## config.mk

```make
export PLATFORM = sky130hd
export DESIGN_NAME = sdt_transceiver
export DESIGN_NICKNAME = d
export VERILOG_FILES = /design/src/logic/sdt_pkg.sv /design/src/logic/sdt_shift_stage.sv /design/src/logic/sdt_transceiver.sv
export SDC_FILE = /design/constraint.sdc
export NUM_CORES = 1
export LEC_CHECK = 0
export BUFFER_PORTS_ARGS = -buffer_cell sky130_fd_sc_hd__clkbuf_2
export CORE_MARGIN = 5
export CORE_UTILIZATION = 52
export CTS_CLUSTER_DIAMETER = 60
export DETAILED_ROUTE_END_ITERATION = 16
export GPL_TIMING_DRIVEN = 0
export HOLD_SLACK_MARGIN = 0.05
export PLACE_DENSITY = 0.72
export SYNTH_ARGS = -nofsm -noshare
export SYNTH_HDL_FRONTEND = slang
export SYNTH_SLANG_ARGS = --single-unit
```

## constraint.sdc

```tcl
create_clock -name ref_clk -period 3.2 [get_ports ref_clk]
set_input_delay 0.16 -clock ref_clk [delete_from_list [all_inputs] [get_ports ref_clk]]
set_output_delay 0.16 -clock ref_clk [all_outputs]
set_load 0.01 [all_outputs]
```

## src/logic/sdt_pkg.sv

```systemverilog
// Constants, types and layout of the scannable dual byte transceiver
package sdt_pkg;

    localparam int GROUP_WIDTH  = 9;
    localparam int GROUP_COUNT  = 2;
    localparam int BSR_LENGTH   = 80;
    localparam int IR_WIDTH     = 8;

    // Boundary cell positions, group 1; group 2 control cells sit one stride lower, its data cells nine lower
    localparam int BSR_DIR      = 79;
    localparam int BSR_OEN      = 78;
    localparam int BSR_AOE      = 77;
    localparam int BSR_BOE      = 76;
    localparam int CTRL_STRIDE  = 4;
    localparam int BSR_A_IN     = 71;
    localparam int BSR_B_OUT    = 53;
    localparam int BSR_B_IN     = 35;
    localparam int BSR_A_OUT    = 17;

    localparam logic [7:0] OP_EXTEST  = 8'h00;
    localparam logic [7:0] OP_SAMPLE  = 8'h81;
    localparam logic [7:0] OP_CLAMP   = 8'h82;
    localparam logic [7:0] OP_HIGHZ   = 8'h03;
    localparam logic [7:0] OP_BYPASS  = 8'hff;
    // Arbitrary neutral capture value; only the low 01 is fixed
    localparam logic [7:0] IR_CAPTURE = 8'h55;

    localparam logic [BSR_LENGTH-1:0] BSR_RESET = 80'h0;

    typedef enum logic [15:0] {
        TAP_RESET      = 16'h0001,
        TAP_IDLE       = 16'h0002,
        TAP_SEL_DR     = 16'h0004,
        TAP_CAPTURE_DR = 16'h0008,
        TAP_SHIFT_DR   = 16'h0010,
        TAP_EXIT1_DR   = 16'h0020,
        TAP_PAUSE_DR   = 16'h0040,
        TAP_EXIT2_DR   = 16'h0080,
        TAP_UPDATE_DR  = 16'h0100,
        TAP_SEL_IR     = 16'h0200,
        TAP_CAPTURE_IR = 16'h0400,
        TAP_SHIFT_IR   = 16'h0800,
        TAP_EXIT1_IR   = 16'h1000,
        TAP_PAUSE_IR   = 16'h2000,
        TAP_EXIT2_IR   = 16'h4000,
        TAP_UPDATE_IR  = 16'h8000
    } sdt_tap_state_type;

    typedef struct packed {
        logic       a_drive;
        logic       b_drive;
        logic [8:0] a_data;
        logic [8:0] b_data;
    } sdt_drive_type;

endpackage

```

## src/logic/sdt_shift_stage.sv

```systemverilog
// Capture, shift and update stage shared by instruction and boundary registers
`timescale 1ns/1ps
module sdt_shift_stage #(
    parameter int               WIDTH       = 8,
    parameter logic [WIDTH-1:0] RESET_VALUE = '0
) (
    // Clock and reset
    input  wire logic             clk,
    input  wire logic             rst,
    input  wire logic             clear,
    // Strobes
    input  wire logic             capture_en,
    input  wire logic             shift_en,
    input  wire logic             update_en,
    // Data
    input  wire logic             serial_in,
    input  wire logic [WIDTH-1:0] capture_value,
    output logic      [WIDTH-1:0] shift_value,
    output logic      [WIDTH-1:0] update_value
);

    // Highest bit nearest serial input, bit 0 nearest serial output
    always_ff @(posedge clk) begin
        if (rst) begin
            shift_value <= '0;
        end else if (capture_en) begin
            shift_value <= capture_value;
        end else if (shift_en) begin
            shift_value <= {serial_in, shift_value[WIDTH-1:1]};
        end
    end

    always_ff @(posedge clk) begin
        if (rst || clear) begin
            update_value <= RESET_VALUE;
        end else if (update_en) begin
            update_value <= shift_value;
        end
    end

endmodule

```

## src/logic/sdt_transceiver.sv

```systemverilog
// Dual nine-bit transceiver with boundary-scan test logic
`timescale 1ns/1ps
module sdt_transceiver #(
    parameter logic [7:0] IR_CAPTURE_VALUE = sdt_pkg::IR_CAPTURE
) (
    // Clock and reset
    input  wire logic       ref_clk,
    input  wire logic       sys_rst,
    // Group 1 controls
    input  wire logic       group1_direction_select,
    input  wire logic       group1_output_enable_n,
    // Group 2 controls
    input  wire logic       group2_direction_select,
    input  wire logic       group2_output_enable_n,
    // Group 1 pins
    input  wire logic [8:0] group1_a_port_in,
    output logic      [8:0] group1_a_port_out,
    output logic            group1_a_port_oe,
    input  wire logic [8:0] group1_b_port_in,
    output logic      [8:0] group1_b_port_out,
    output logic            group1_b_port_oe,
    // Group 2 pins
    input  wire logic [8:0] group2_a_port_in,
    output logic      [8:0] group2_a_port_out,
    output logic            group2_a_port_oe,
    input  wire logic [8:0] group2_b_port_in,
    output logic      [8:0] group2_b_port_out,
    output logic            group2_b_port_oe,
    // Test access port
    input  wire logic       tap_clock,
    input  wire logic       tap_mode_select,
    input  wire logic       tap_data_in,
    output logic            tap_data_out,
    output logic            tap_data_out_oe
);

    localparam int GW = sdt_pkg::GROUP_WIDTH;
    localparam int BL = sdt_pkg::BSR_LENGTH;

    sdt_pkg::sdt_tap_state_type state_reg;
    sdt_pkg::sdt_tap_state_type state_next;
    sdt_pkg::sdt_drive_type     out_reg [2];
    logic                       tck_reg;
    logic                       bypass_reg;
    logic                       tdo_reg;
    logic                       tdo_oe_reg;
    logic [7:0]                 ir_shift;
    logic [7:0]                 instr;
    logic [BL-1:0]              bsr_shift;
    logic [BL-1:0]              bsr_update;

    wire logic [BL-1:0]         bsr_capture;
    wire sdt_pkg::sdt_drive_type sys_drv [2];
    wire sdt_pkg::sdt_drive_type tst_drv [2];
    wire sdt_pkg::sdt_drive_type fin_drv [2];
    wire logic [1:0]            dir_w;
    wire logic [1:0]            oen_w;
    wire logic [1:0][8:0]       a_in_w;
    wire logic [1:0][8:0]       b_in_w;

    assign dir_w  = {group2_direction_select, group1_direction_select};
    assign oen_w  = {group2_output_enable_n, group1_output_enable_n};
    assign a_in_w = {group2_a_port_in, group1_a_port_in};
    assign b_in_w = {group2_b_port_in, group1_b_port_in};

    // rise and fall of test clock
    wire logic tck_rise = tap_clock & ~tck_reg;
    wire logic tck_fall = ~tap_clock & tck_reg;
    wire logic tms      = tap_mode_select;

    // decode, every unlisted opcode falls to bypass
    wire logic sel_extest = (instr == sdt_pkg::OP_EXTEST);
    wire logic sel_sample = (instr == sdt_pkg::OP_SAMPLE);
    wire logic sel_clamp  = (instr == sdt_pkg::OP_CLAMP);
    wire logic sel_highz  = (instr == sdt_pkg::OP_HIGHZ);
    wire logic bsr_sel    = sel_extest | sel_sample;
    wire logic ctrl_mode  = sel_extest | sel_clamp;

    wire logic in_reset   = (state_reg == sdt_pkg::TAP_RESET);
    // Clear on entry too, so reset never runs a cycle under a stale instruction
    wire logic ir_clear   = in_reset || (tck_rise && state_next == sdt_pkg::TAP_RESET);
    wire logic cap_dr     = tck_rise && state_reg == sdt_pkg::TAP_CAPTURE_DR;
    wire logic sh_dr      = tck_rise && state_reg == sdt_pkg::TAP_SHIFT_DR;
    wire logic up_dr      = tck_fall && state_reg == sdt_pkg::TAP_UPDATE_DR;
    wire logic cap_ir     = tck_rise && state_reg == sdt_pkg::TAP_CAPTURE_IR;
    wire logic sh_ir      = tck_rise && state_reg == sdt_pkg::TAP_SHIFT_IR;
    wire logic up_ir      = tck_fall && state_reg == sdt_pkg::TAP_UPDATE_IR;
    wire logic shifting   = state_reg == sdt_pkg::TAP_SHIFT_DR
                          || state_reg == sdt_pkg::TAP_SHIFT_IR;
    wire logic dr_serial  = bsr_sel ? bsr_shift[0] : bypass_reg;
    wire logic tdo_src    = (state_reg == sdt_pkg::TAP_SHIFT_IR) ? ir_shift[0] : dr_serial;

    genvar g;
    genvar i;
    generate
        for (g = 0; g < sdt_pkg::GROUP_COUNT; g++) begin : grp
            localparam int C = g * sdt_pkg::CTRL_STRIDE;
            // plain non-inverting path chosen by direction
            assign sys_drv[g].a_drive = ~oen_w[g] & ~dir_w[g];
            assign sys_drv[g].b_drive = ~oen_w[g] & dir_w[g];
            assign sys_drv[g].a_data  = b_in_w[g];
            assign sys_drv[g].b_data  = a_in_w[g];
            // control segment: observe direction and enable
            assign bsr_capture[sdt_pkg::BSR_DIR - C] = dir_w[g];
            assign bsr_capture[sdt_pkg::BSR_OEN - C] = oen_w[g];
            // drive enable cells capture and override
            assign bsr_capture[sdt_pkg::BSR_AOE - C] = sys_drv[g].a_drive;
            assign bsr_capture[sdt_pkg::BSR_BOE - C] = sys_drv[g].b_drive;
            assign tst_drv[g].a_drive = bsr_update[sdt_pkg::BSR_AOE - C];
            assign tst_drv[g].b_drive = bsr_update[sdt_pkg::BSR_BOE - C];
            for (i = 0; i < GW; i++) begin : ln
                localparam int L = g * GW + i;
                assign bsr_capture[sdt_pkg::BSR_A_IN - L] = a_in_w[g][i];
                assign bsr_capture[sdt_pkg::BSR_B_IN - L] = b_in_w[g][i];
                assign bsr_capture[sdt_pkg::BSR_B_OUT - L] = sys_drv[g].b_data[i];
                assign bsr_capture[sdt_pkg::BSR_A_OUT - L] = sys_drv[g].a_data[i];
                assign tst_drv[g].b_data[i] = bsr_update[sdt_pkg::BSR_B_OUT - L];
                assign tst_drv[g].a_data[i] = bsr_update[sdt_pkg::BSR_A_OUT - L];
            end
            // select system, cell or floating drive
            assign fin_drv[g] = sel_highz ? '0 : (ctrl_mode ? tst_drv[g] : sys_drv[g]);
        end
    endgenerate

    always_comb begin
        unique case (state_reg)
            sdt_pkg::TAP_RESET:      state_next = tms ? sdt_pkg::TAP_RESET : sdt_pkg::TAP_IDLE;
            sdt_pkg::TAP_IDLE:       state_next = tms ? sdt_pkg::TAP_SEL_DR : sdt_pkg::TAP_IDLE;
            sdt_pkg::TAP_SEL_DR:     state_next = tms ? sdt_pkg::TAP_SEL_IR
                                                      : sdt_pkg::TAP_CAPTURE_DR;
            sdt_pkg::TAP_CAPTURE_DR: state_next = tms ? sdt_pkg::TAP_EXIT1_DR
                                                      : sdt_pkg::TAP_SHIFT_DR;
            sdt_pkg::TAP_SHIFT_DR:   state_next = tms ? sdt_pkg::TAP_EXIT1_DR
                                                      : sdt_pkg::TAP_SHIFT_DR;
            sdt_pkg::TAP_EXIT1_DR:   state_next = tms ? sdt_pkg::TAP_UPDATE_DR
                                                      : sdt_pkg::TAP_PAUSE_DR;
            sdt_pkg::TAP_PAUSE_DR:   state_next = tms ? sdt_pkg::TAP_EXIT2_DR
                                                      : sdt_pkg::TAP_PAUSE_DR;
            sdt_pkg::TAP_EXIT2_DR:   state_next = tms ? sdt_pkg::TAP_UPDATE_DR
                                                      : sdt_pkg::TAP_SHIFT_DR;
            sdt_pkg::TAP_UPDATE_DR:  state_next = tms ? sdt_pkg::TAP_SEL_DR : sdt_pkg::TAP_IDLE;
            sdt_pkg::TAP_SEL_IR:     state_next = tms ? sdt_pkg::TAP_RESET
                                                      : sdt_pkg::TAP_CAPTURE_IR;
            sdt_pkg::TAP_CAPTURE_IR: state_next = tms ? sdt_pkg::TAP_EXIT1_IR
                                                      : sdt_pkg::TAP_SHIFT_IR;
            sdt_pkg::TAP_SHIFT_IR:   state_next = tms ? sdt_pkg::TAP_EXIT1_IR
                                                      : sdt_pkg::TAP_SHIFT_IR;
            sdt_pkg::TAP_EXIT1_IR:   state_next = tms ? sdt_pkg::TAP_UPDATE_IR
                                                      : sdt_pkg::TAP_PAUSE_IR;
            sdt_pkg::TAP_PAUSE_IR:   state_next = tms ? sdt_pkg::TAP_EXIT2_IR
                                                      : sdt_pkg::TAP_PAUSE_IR;
            sdt_pkg::TAP_EXIT2_IR:   state_next = tms ? sdt_pkg::TAP_UPDATE_IR
                                                      : sdt_pkg::TAP_SHIFT_IR;
            sdt_pkg::TAP_UPDATE_IR:  state_next = tms ? sdt_pkg::TAP_SEL_DR : sdt_pkg::TAP_IDLE;
            default:                 state_next = sdt_pkg::TAP_RESET;
        endcase
    end

    // state moves on the rising test clock only
    always_ff @(posedge ref_clk) begin
        if (sys_rst) begin
            state_reg <= sdt_pkg::TAP_RESET;
            tck_reg   <= 1'b0;
        end else begin
            tck_reg <= tap_clock;
            if (tck_rise) begin
                state_reg <= state_next;
            end
        end
    end

    always_ff @(posedge ref_clk) begin
        if (sys_rst) begin
            bypass_reg <= 1'b0;
        end else if (cap_dr && !bsr_sel) begin
            bypass_reg <= 1'b0;
        end else if (sh_dr && !bsr_sel) begin
            bypass_reg <= tap_data_in;
        end
    end

    // capture value doubles as pseudo identity
    sdt_shift_stage #(
        .WIDTH       (sdt_pkg::IR_WIDTH),
        .RESET_VALUE (sdt_pkg::OP_BYPASS)
    ) u_instr (
        .clk           (ref_clk),
        .rst           (sys_rst),
        .clear         (ir_clear),
        .capture_en    (cap_ir),
        .shift_en      (sh_ir),
        .update_en     (up_ir),
        .serial_in     (tap_data_in),
        .capture_value (IR_CAPTURE_VALUE),
        .shift_value   (ir_shift),
        .update_value  (instr)
    );

    // Preload keeps working under SAMPLE so CLAMP can use it later
    sdt_shift_stage #(
        .WIDTH       (BL),
        .RESET_VALUE (sdt_pkg::BSR_RESET)
    ) u_boundary (
        .clk           (ref_clk),
        .rst           (sys_rst),
        .clear         (1'b0),
        .capture_en    (cap_dr && bsr_sel),
        .shift_en      (sh_dr && bsr_sel),
        .update_en     (up_dr && bsr_sel),
        .serial_in     (tap_data_in),
        .capture_value (bsr_capture),
        .shift_value   (bsr_shift),
        .update_value  (bsr_update)
    );

    // data out changes on the falling test clock
    always_ff @(posedge ref_clk) begin
        if (sys_rst) begin
            tdo_reg    <= 1'b0;
            tdo_oe_reg <= 1'b0;
        end else if (tck_fall) begin
            tdo_reg    <= shifting ? tdo_src : tdo_reg;
            tdo_oe_reg <= shifting;
        end
    end

    // pins registered, floating out of reset
    always_ff @(posedge ref_clk) begin
        if (sys_rst) begin
            out_reg[0] <= '0;
            out_reg[1] <= '0;
        end else begin
            out_reg[0] <= fin_drv[0];
            out_reg[1] <= fin_drv[1];
        end
    end

    assign group1_a_port_out = out_reg[0].a_data;
    assign group1_a_port_oe  = out_reg[0].a_drive;
    assign group1_b_port_out = out_reg[0].b_data;
    assign group1_b_port_oe  = out_reg[0].b_drive;
    assign group2_a_port_out = out_reg[1].a_data;
    assign group2_a_port_oe  = out_reg[1].a_drive;
    assign group2_b_port_out = out_reg[1].b_data;
    assign group2_b_port_oe  = out_reg[1].b_drive;
    assign tap_data_out      = tdo_reg;
    assign tap_data_out_oe   = tdo_oe_reg;
endmodule

```

==> results.txt <==
The flow ran to the end, and the final reports show no timing, DRC or antenna violations. For this run, the total global-route usage over all layers was measured as 0.255. The post-cts gate resize count came out at 0. The total of max-cap violations is 0. The number of vias in the routed layout came out at 7717.

The reg-to-reg setup timing slack came out at 270 ps. The length of routed met2 wiring is about 11000 um. The share of total power dissipated in combinational logic is 0.058. The number of unique standard cell types used by synthesis is between 50 and 60. Static timing analysis puts the maximum clock frequency at 341 MHz. The net count of the finished layout is 1160. The fraction of power consumed by sequential logic came out at 0.494.

The detailed-route wire length is between 20000 and 25000 um. STA classifies the critical path endpoint as a flip-flop. Clock tree synthesis selected as its root buffer the cell sky130_fd_sc_hd__clkbuf_16. The total global routing overflow came out at 0.

For this run, the number of Yosys warnings is 0. The buffer and inverter count on the worst path came out at 2. The maximum cell stage delay along the critical path is about 560 ps. The starting density of the core came out at 0.534.

The number of I/O port buffers came out at 85. The layout-stage area growth over the synthesis result is 20.7%. After clock tree synthesis, the clock-pin slew on the worst setup and hold paths is around 70 ps.

The number of detailed-routing iterations run before antenna repair came out at 5. The highest routed metal layer is met4. The time the worst path needs with I/O delays and setup is between 2000 and 3000 ps. The area of the die came out at 0.0183 mm^2. The number of synthesized flops with an enable pin is 0. The share of the yosys chip area belonging to registers came out at 0.482. The aggregate negative setup slack came out at 0 ps. The via count of the first global-routing pass is 7101.

The power density of the placed cells is 510 mW/mm^2. The number of remaining DRC errors came out at 0. Of the total power, the clock network draws 0.448. The number of design-rule violations left by the first detailed-router iteration is approximately 950. For the pin with the worst max-slew slack, the measured transition is 922 ps. The share of cells above drive strength 1 came out at 0.149. The detailed-routing wirelength on met1 is 10500 um. TritonCTS built the clock tree.

The tree built by TritonCTS fans out to 196 sinks. The setup path with the least slack is of type reg2reg. The clock skew came out at 8.96 ps. The number of vias per cell after detailed routing came out at around 5.8. The estimated wirelength of the detail-placed design came out at 16300 um. The largest individual stage delay along the critical path comes from the cell sky130_fd_sc_hd__or4_1. STA classifies the critical path startpoint as a flip-flop. Setup repair after global routing left no endpoint under its margin. The number of routed nets with antenna violations came out at 0. IR analysis of the VDD net gives a maximum drop of 0.439 mV. Entering global routing, the biggest net connects 17 pins.

The internal portion of total power is ~3.9 mW. In the synthesized netlist the dominant register cell turns out to be sky130_fd_sc_hd__dfxtp_1. The worst-case clock buffer depth came out at 2. The number of ports placed on the die boundary came out at 87.

The first global-routing pass estimated about 37000 um of wire. The fraction of the cycle the final worst path needs is 0.916. In this design, the largest share of critical-path delay is due to simple AND/OR/NAND/NOR gates.

The number of H-tree branching levels is 4. Counting flops and latches in the post-synthesis netlist gives 196. The post-synthesis cell count came out at 974.

The initial antenna violation count came to 0. The weighted congestion at the end of routability-driven global placement came out at 0.927. The core occupancy in the finished layout came out at 0.645. The number of max-slew violations in the final report was 0. The netlist area before placement came out at 0.00815 mm^2. The wire length per cell came out at 17.4 um. The number of post-CTS setup repair buffers is 0. The net count of the mapped netlist is between 1000 and 1500. Data on the critical path is required at its endpoint by 3490 ps.

The die outline width is 135 um. The die is 135 um tall. In the synthesized netlist the async set-or-reset flop fraction comes to 0.

The switching component of the power is 1.12 mW. The share of total power consumed by net switching is 0.224. The clock latency reported for the late side of the worst-skew pair is 440 ps. The data arrival at the endpoint of the critical path is 3220 ps. The static power due to leakage is 3.77 nW. The worst relative slew slack came out at 0.380. The average size of a mapped cell is 8.37 um^2.

The largest fanout on the critical path is 10. Walking the worst path, the cells encountered are or4_1, nor4_2, clkbuf_1, nand2_1, buf_2, a221oi_1, nor3_1. The hold violation total from the final report came out at 0. The core area came out at 0.0153 mm^2. The number of flip-flops under the largest register name came out at 80. The tightest min-delay check is of the in2reg type. Final hold analysis gives a worst-case slack of 101 ps. The number of setup violations in the final report is 0.

The number of clock buffers inserted by TritonCTS is 17. The number of standard-cell rows in the floorplan came out at 45. The repair_antennas step left the layout with diodes totalling 0. Wire segments on met3 add up to 1730 um in the final route.
-- through the flow --
stage                     power, mW  area, um^2  setup slack [ps]  cells
final                          5.02        9840               270   1338
after global routing           5.16        9840               124   1338
after CTS                      5.04        9840               320   1338
after detailed placement       2.78        8840               337   1270
after global placement         2.79        8840               361   1270
after floorplan                2.66        8150               900    974
-- cells in the mapped netlist, types with 2 or more instances --
library cell | n | area, um^2
sky130_fd_sc_hd__o221ai_1 | 4 | 35.0
sky130_fd_sc_hd__nor4_1 | 7 | 43.8
sky130_fd_sc_hd__o211ai_1 | 5 | 37.5
sky130_fd_sc_hd__dfxtp_1 | 196 | 3920
sky130_fd_sc_hd__nor4_2 | 2 | 25.0
sky130_fd_sc_hd__nor3_2 | 2 | 20.0
sky130_fd_sc_hd__nor2b_1 | 5 | 31.3
sky130_fd_sc_hd__and4_1 | 2 | 17.5
sky130_fd_sc_hd__a31o_2 | 2 | 17.5
sky130_fd_sc_hd__nand3_1 | 8 | 40.0
sky130_fd_sc_hd__o21ai_0 | 7 | 35.0
sky130_fd_sc_hd__or4_4 | 2 | 22.5
sky130_fd_sc_hd__nor3_1 | 84 | 420
sky130_fd_sc_hd__buf_4 | 3 | 22.5
sky130_fd_sc_hd__nand4_1 | 10 | 62.6
sky130_fd_sc_hd__inv_1 | 2 | 7.51
sky130_fd_sc_hd__buf_2 | 25 | 125
sky130_fd_sc_hd__xor2_1 | 10 | 87.6
sky130_fd_sc_hd__and3_1 | 3 | 18.8
sky130_fd_sc_hd__a21oi_1 | 104 | 521
sky130_fd_sc_hd__nor4b_1 | 5 | 43.8
sky130_fd_sc_hd__or4_1 | 4 | 30.0
sky130_fd_sc_hd__and2_1 | 2 | 12.5
sky130_fd_sc_hd__nor2_1 | 104 | 390
sky130_fd_sc_hd__a32oi_1 | 2 | 17.5
sky130_fd_sc_hd__nand2_1 | 180 | 676
sky130_fd_sc_hd__buf_6 | 5 | 56.3
sky130_fd_sc_hd__nand3b_1 | 2 | 15.0
sky130_fd_sc_hd__o21ai_1 | 10 | 50.1
sky130_fd_sc_hd__nand4b_1 | 4 | 35.0
sky130_fd_sc_hd__clkbuf_1 | 53 | 199
sky130_fd_sc_hd__nand2b_1 | 4 | 25.0
sky130_fd_sc_hd__or3_1 | 3 | 18.8
sky130_fd_sc_hd__a22oi_1 | 5 | 37.5
sky130_fd_sc_hd__a221oi_1 | 72 | 631
sky130_fd_sc_hd__mux2i_1 | 17 | 170
-- tightest hold or removal path, stage by stage --
cell and delay [ps]:
sky130_fd_sc_hd__clkbuf_2 130, sky130_fd_sc_hd__nand2_1 70, sky130_fd_sc_hd__a21oi_1 100
-- area by class of cell --
cell class,count,area [um^2]
Fill cell,1313,5420
Sequential cell,196,3920
Multi-Input combinational cell,689,3810
Timing Repair Buffer,122,796
Clock buffer,21,480
Buffer,87,410
Tap cell,211,264
Clock inverter,10,148
Inverter,2,7.51
-- worst paths after layout --
path / cells after the start / endpoint / from
min reg2reg: 2 / out_reg[0][23]$_SDFF_PP0_ / u_boundary.update_value[41]$_SDFFE_PP0P_
min: 3 / out_reg[0][17]$_SDFF_PP0_ / group1_b_port_in[8]
max: 7 / u_boundary.shift_value[70]$_SDFFE_PP0P_ / u_instr.update_value[3]$_SDFFE_PP1P_
max reg2reg: 7 / u_boundary.shift_value[70]$_SDFFE_PP0P_ / u_instr.update_value[3]$_SDFFE_PP1P_
-- cell usage in the layout (no fill, tap or decap), drive strengths merged, types with 6 or more instances in the layout --
cell,n
dfxtp,196
nand2,180
clkbuf,160
nor2,105
a21oi,105
nor3,87
a221oi,72
dlygate4sd3,37
buf,33
mux2i,17
o21ai,17
nand4,11
xor2,10
nor4,10
nand3,8
or4,6
-- cells by family after synthesis --
group	synth area share
AO/OA/AOI/OAI	0.184
XOR/XNOR	0.0118
buffers and inverters	0.0513
flip-flops	0.482
multiplexers	0.0223
AND/OR/NAND/NOR	0.249
-- routing by layer --
metal	vias up	track usage
met5	-	0
met4	0	0.0711
met3	32	0.0602
met2	268	0.396
met1	3660	0.356
li1	3757	-
-- repair_timing --
item / CTS / global route
hold buffers: 37 / 0
setup endpoints to repair: 0 / 0
endpoints found under the hold margin: 38 / 0
-- power by group through the flow --
stage	Sequential [mW]	Clock [mW]	Combinational, mW
2_1_floorplan	2.55	0	0.116
3_3_place_gp	2.53	0	0.254
3_5_place_dp	2.53	0	0.252
4_1_cts	2.48	2.27	0.289
5_1_grt	2.48	2.37	0.315
6_report	2.48	2.25	0.292
Note: power is estimated with default switching activity, not from simulation.
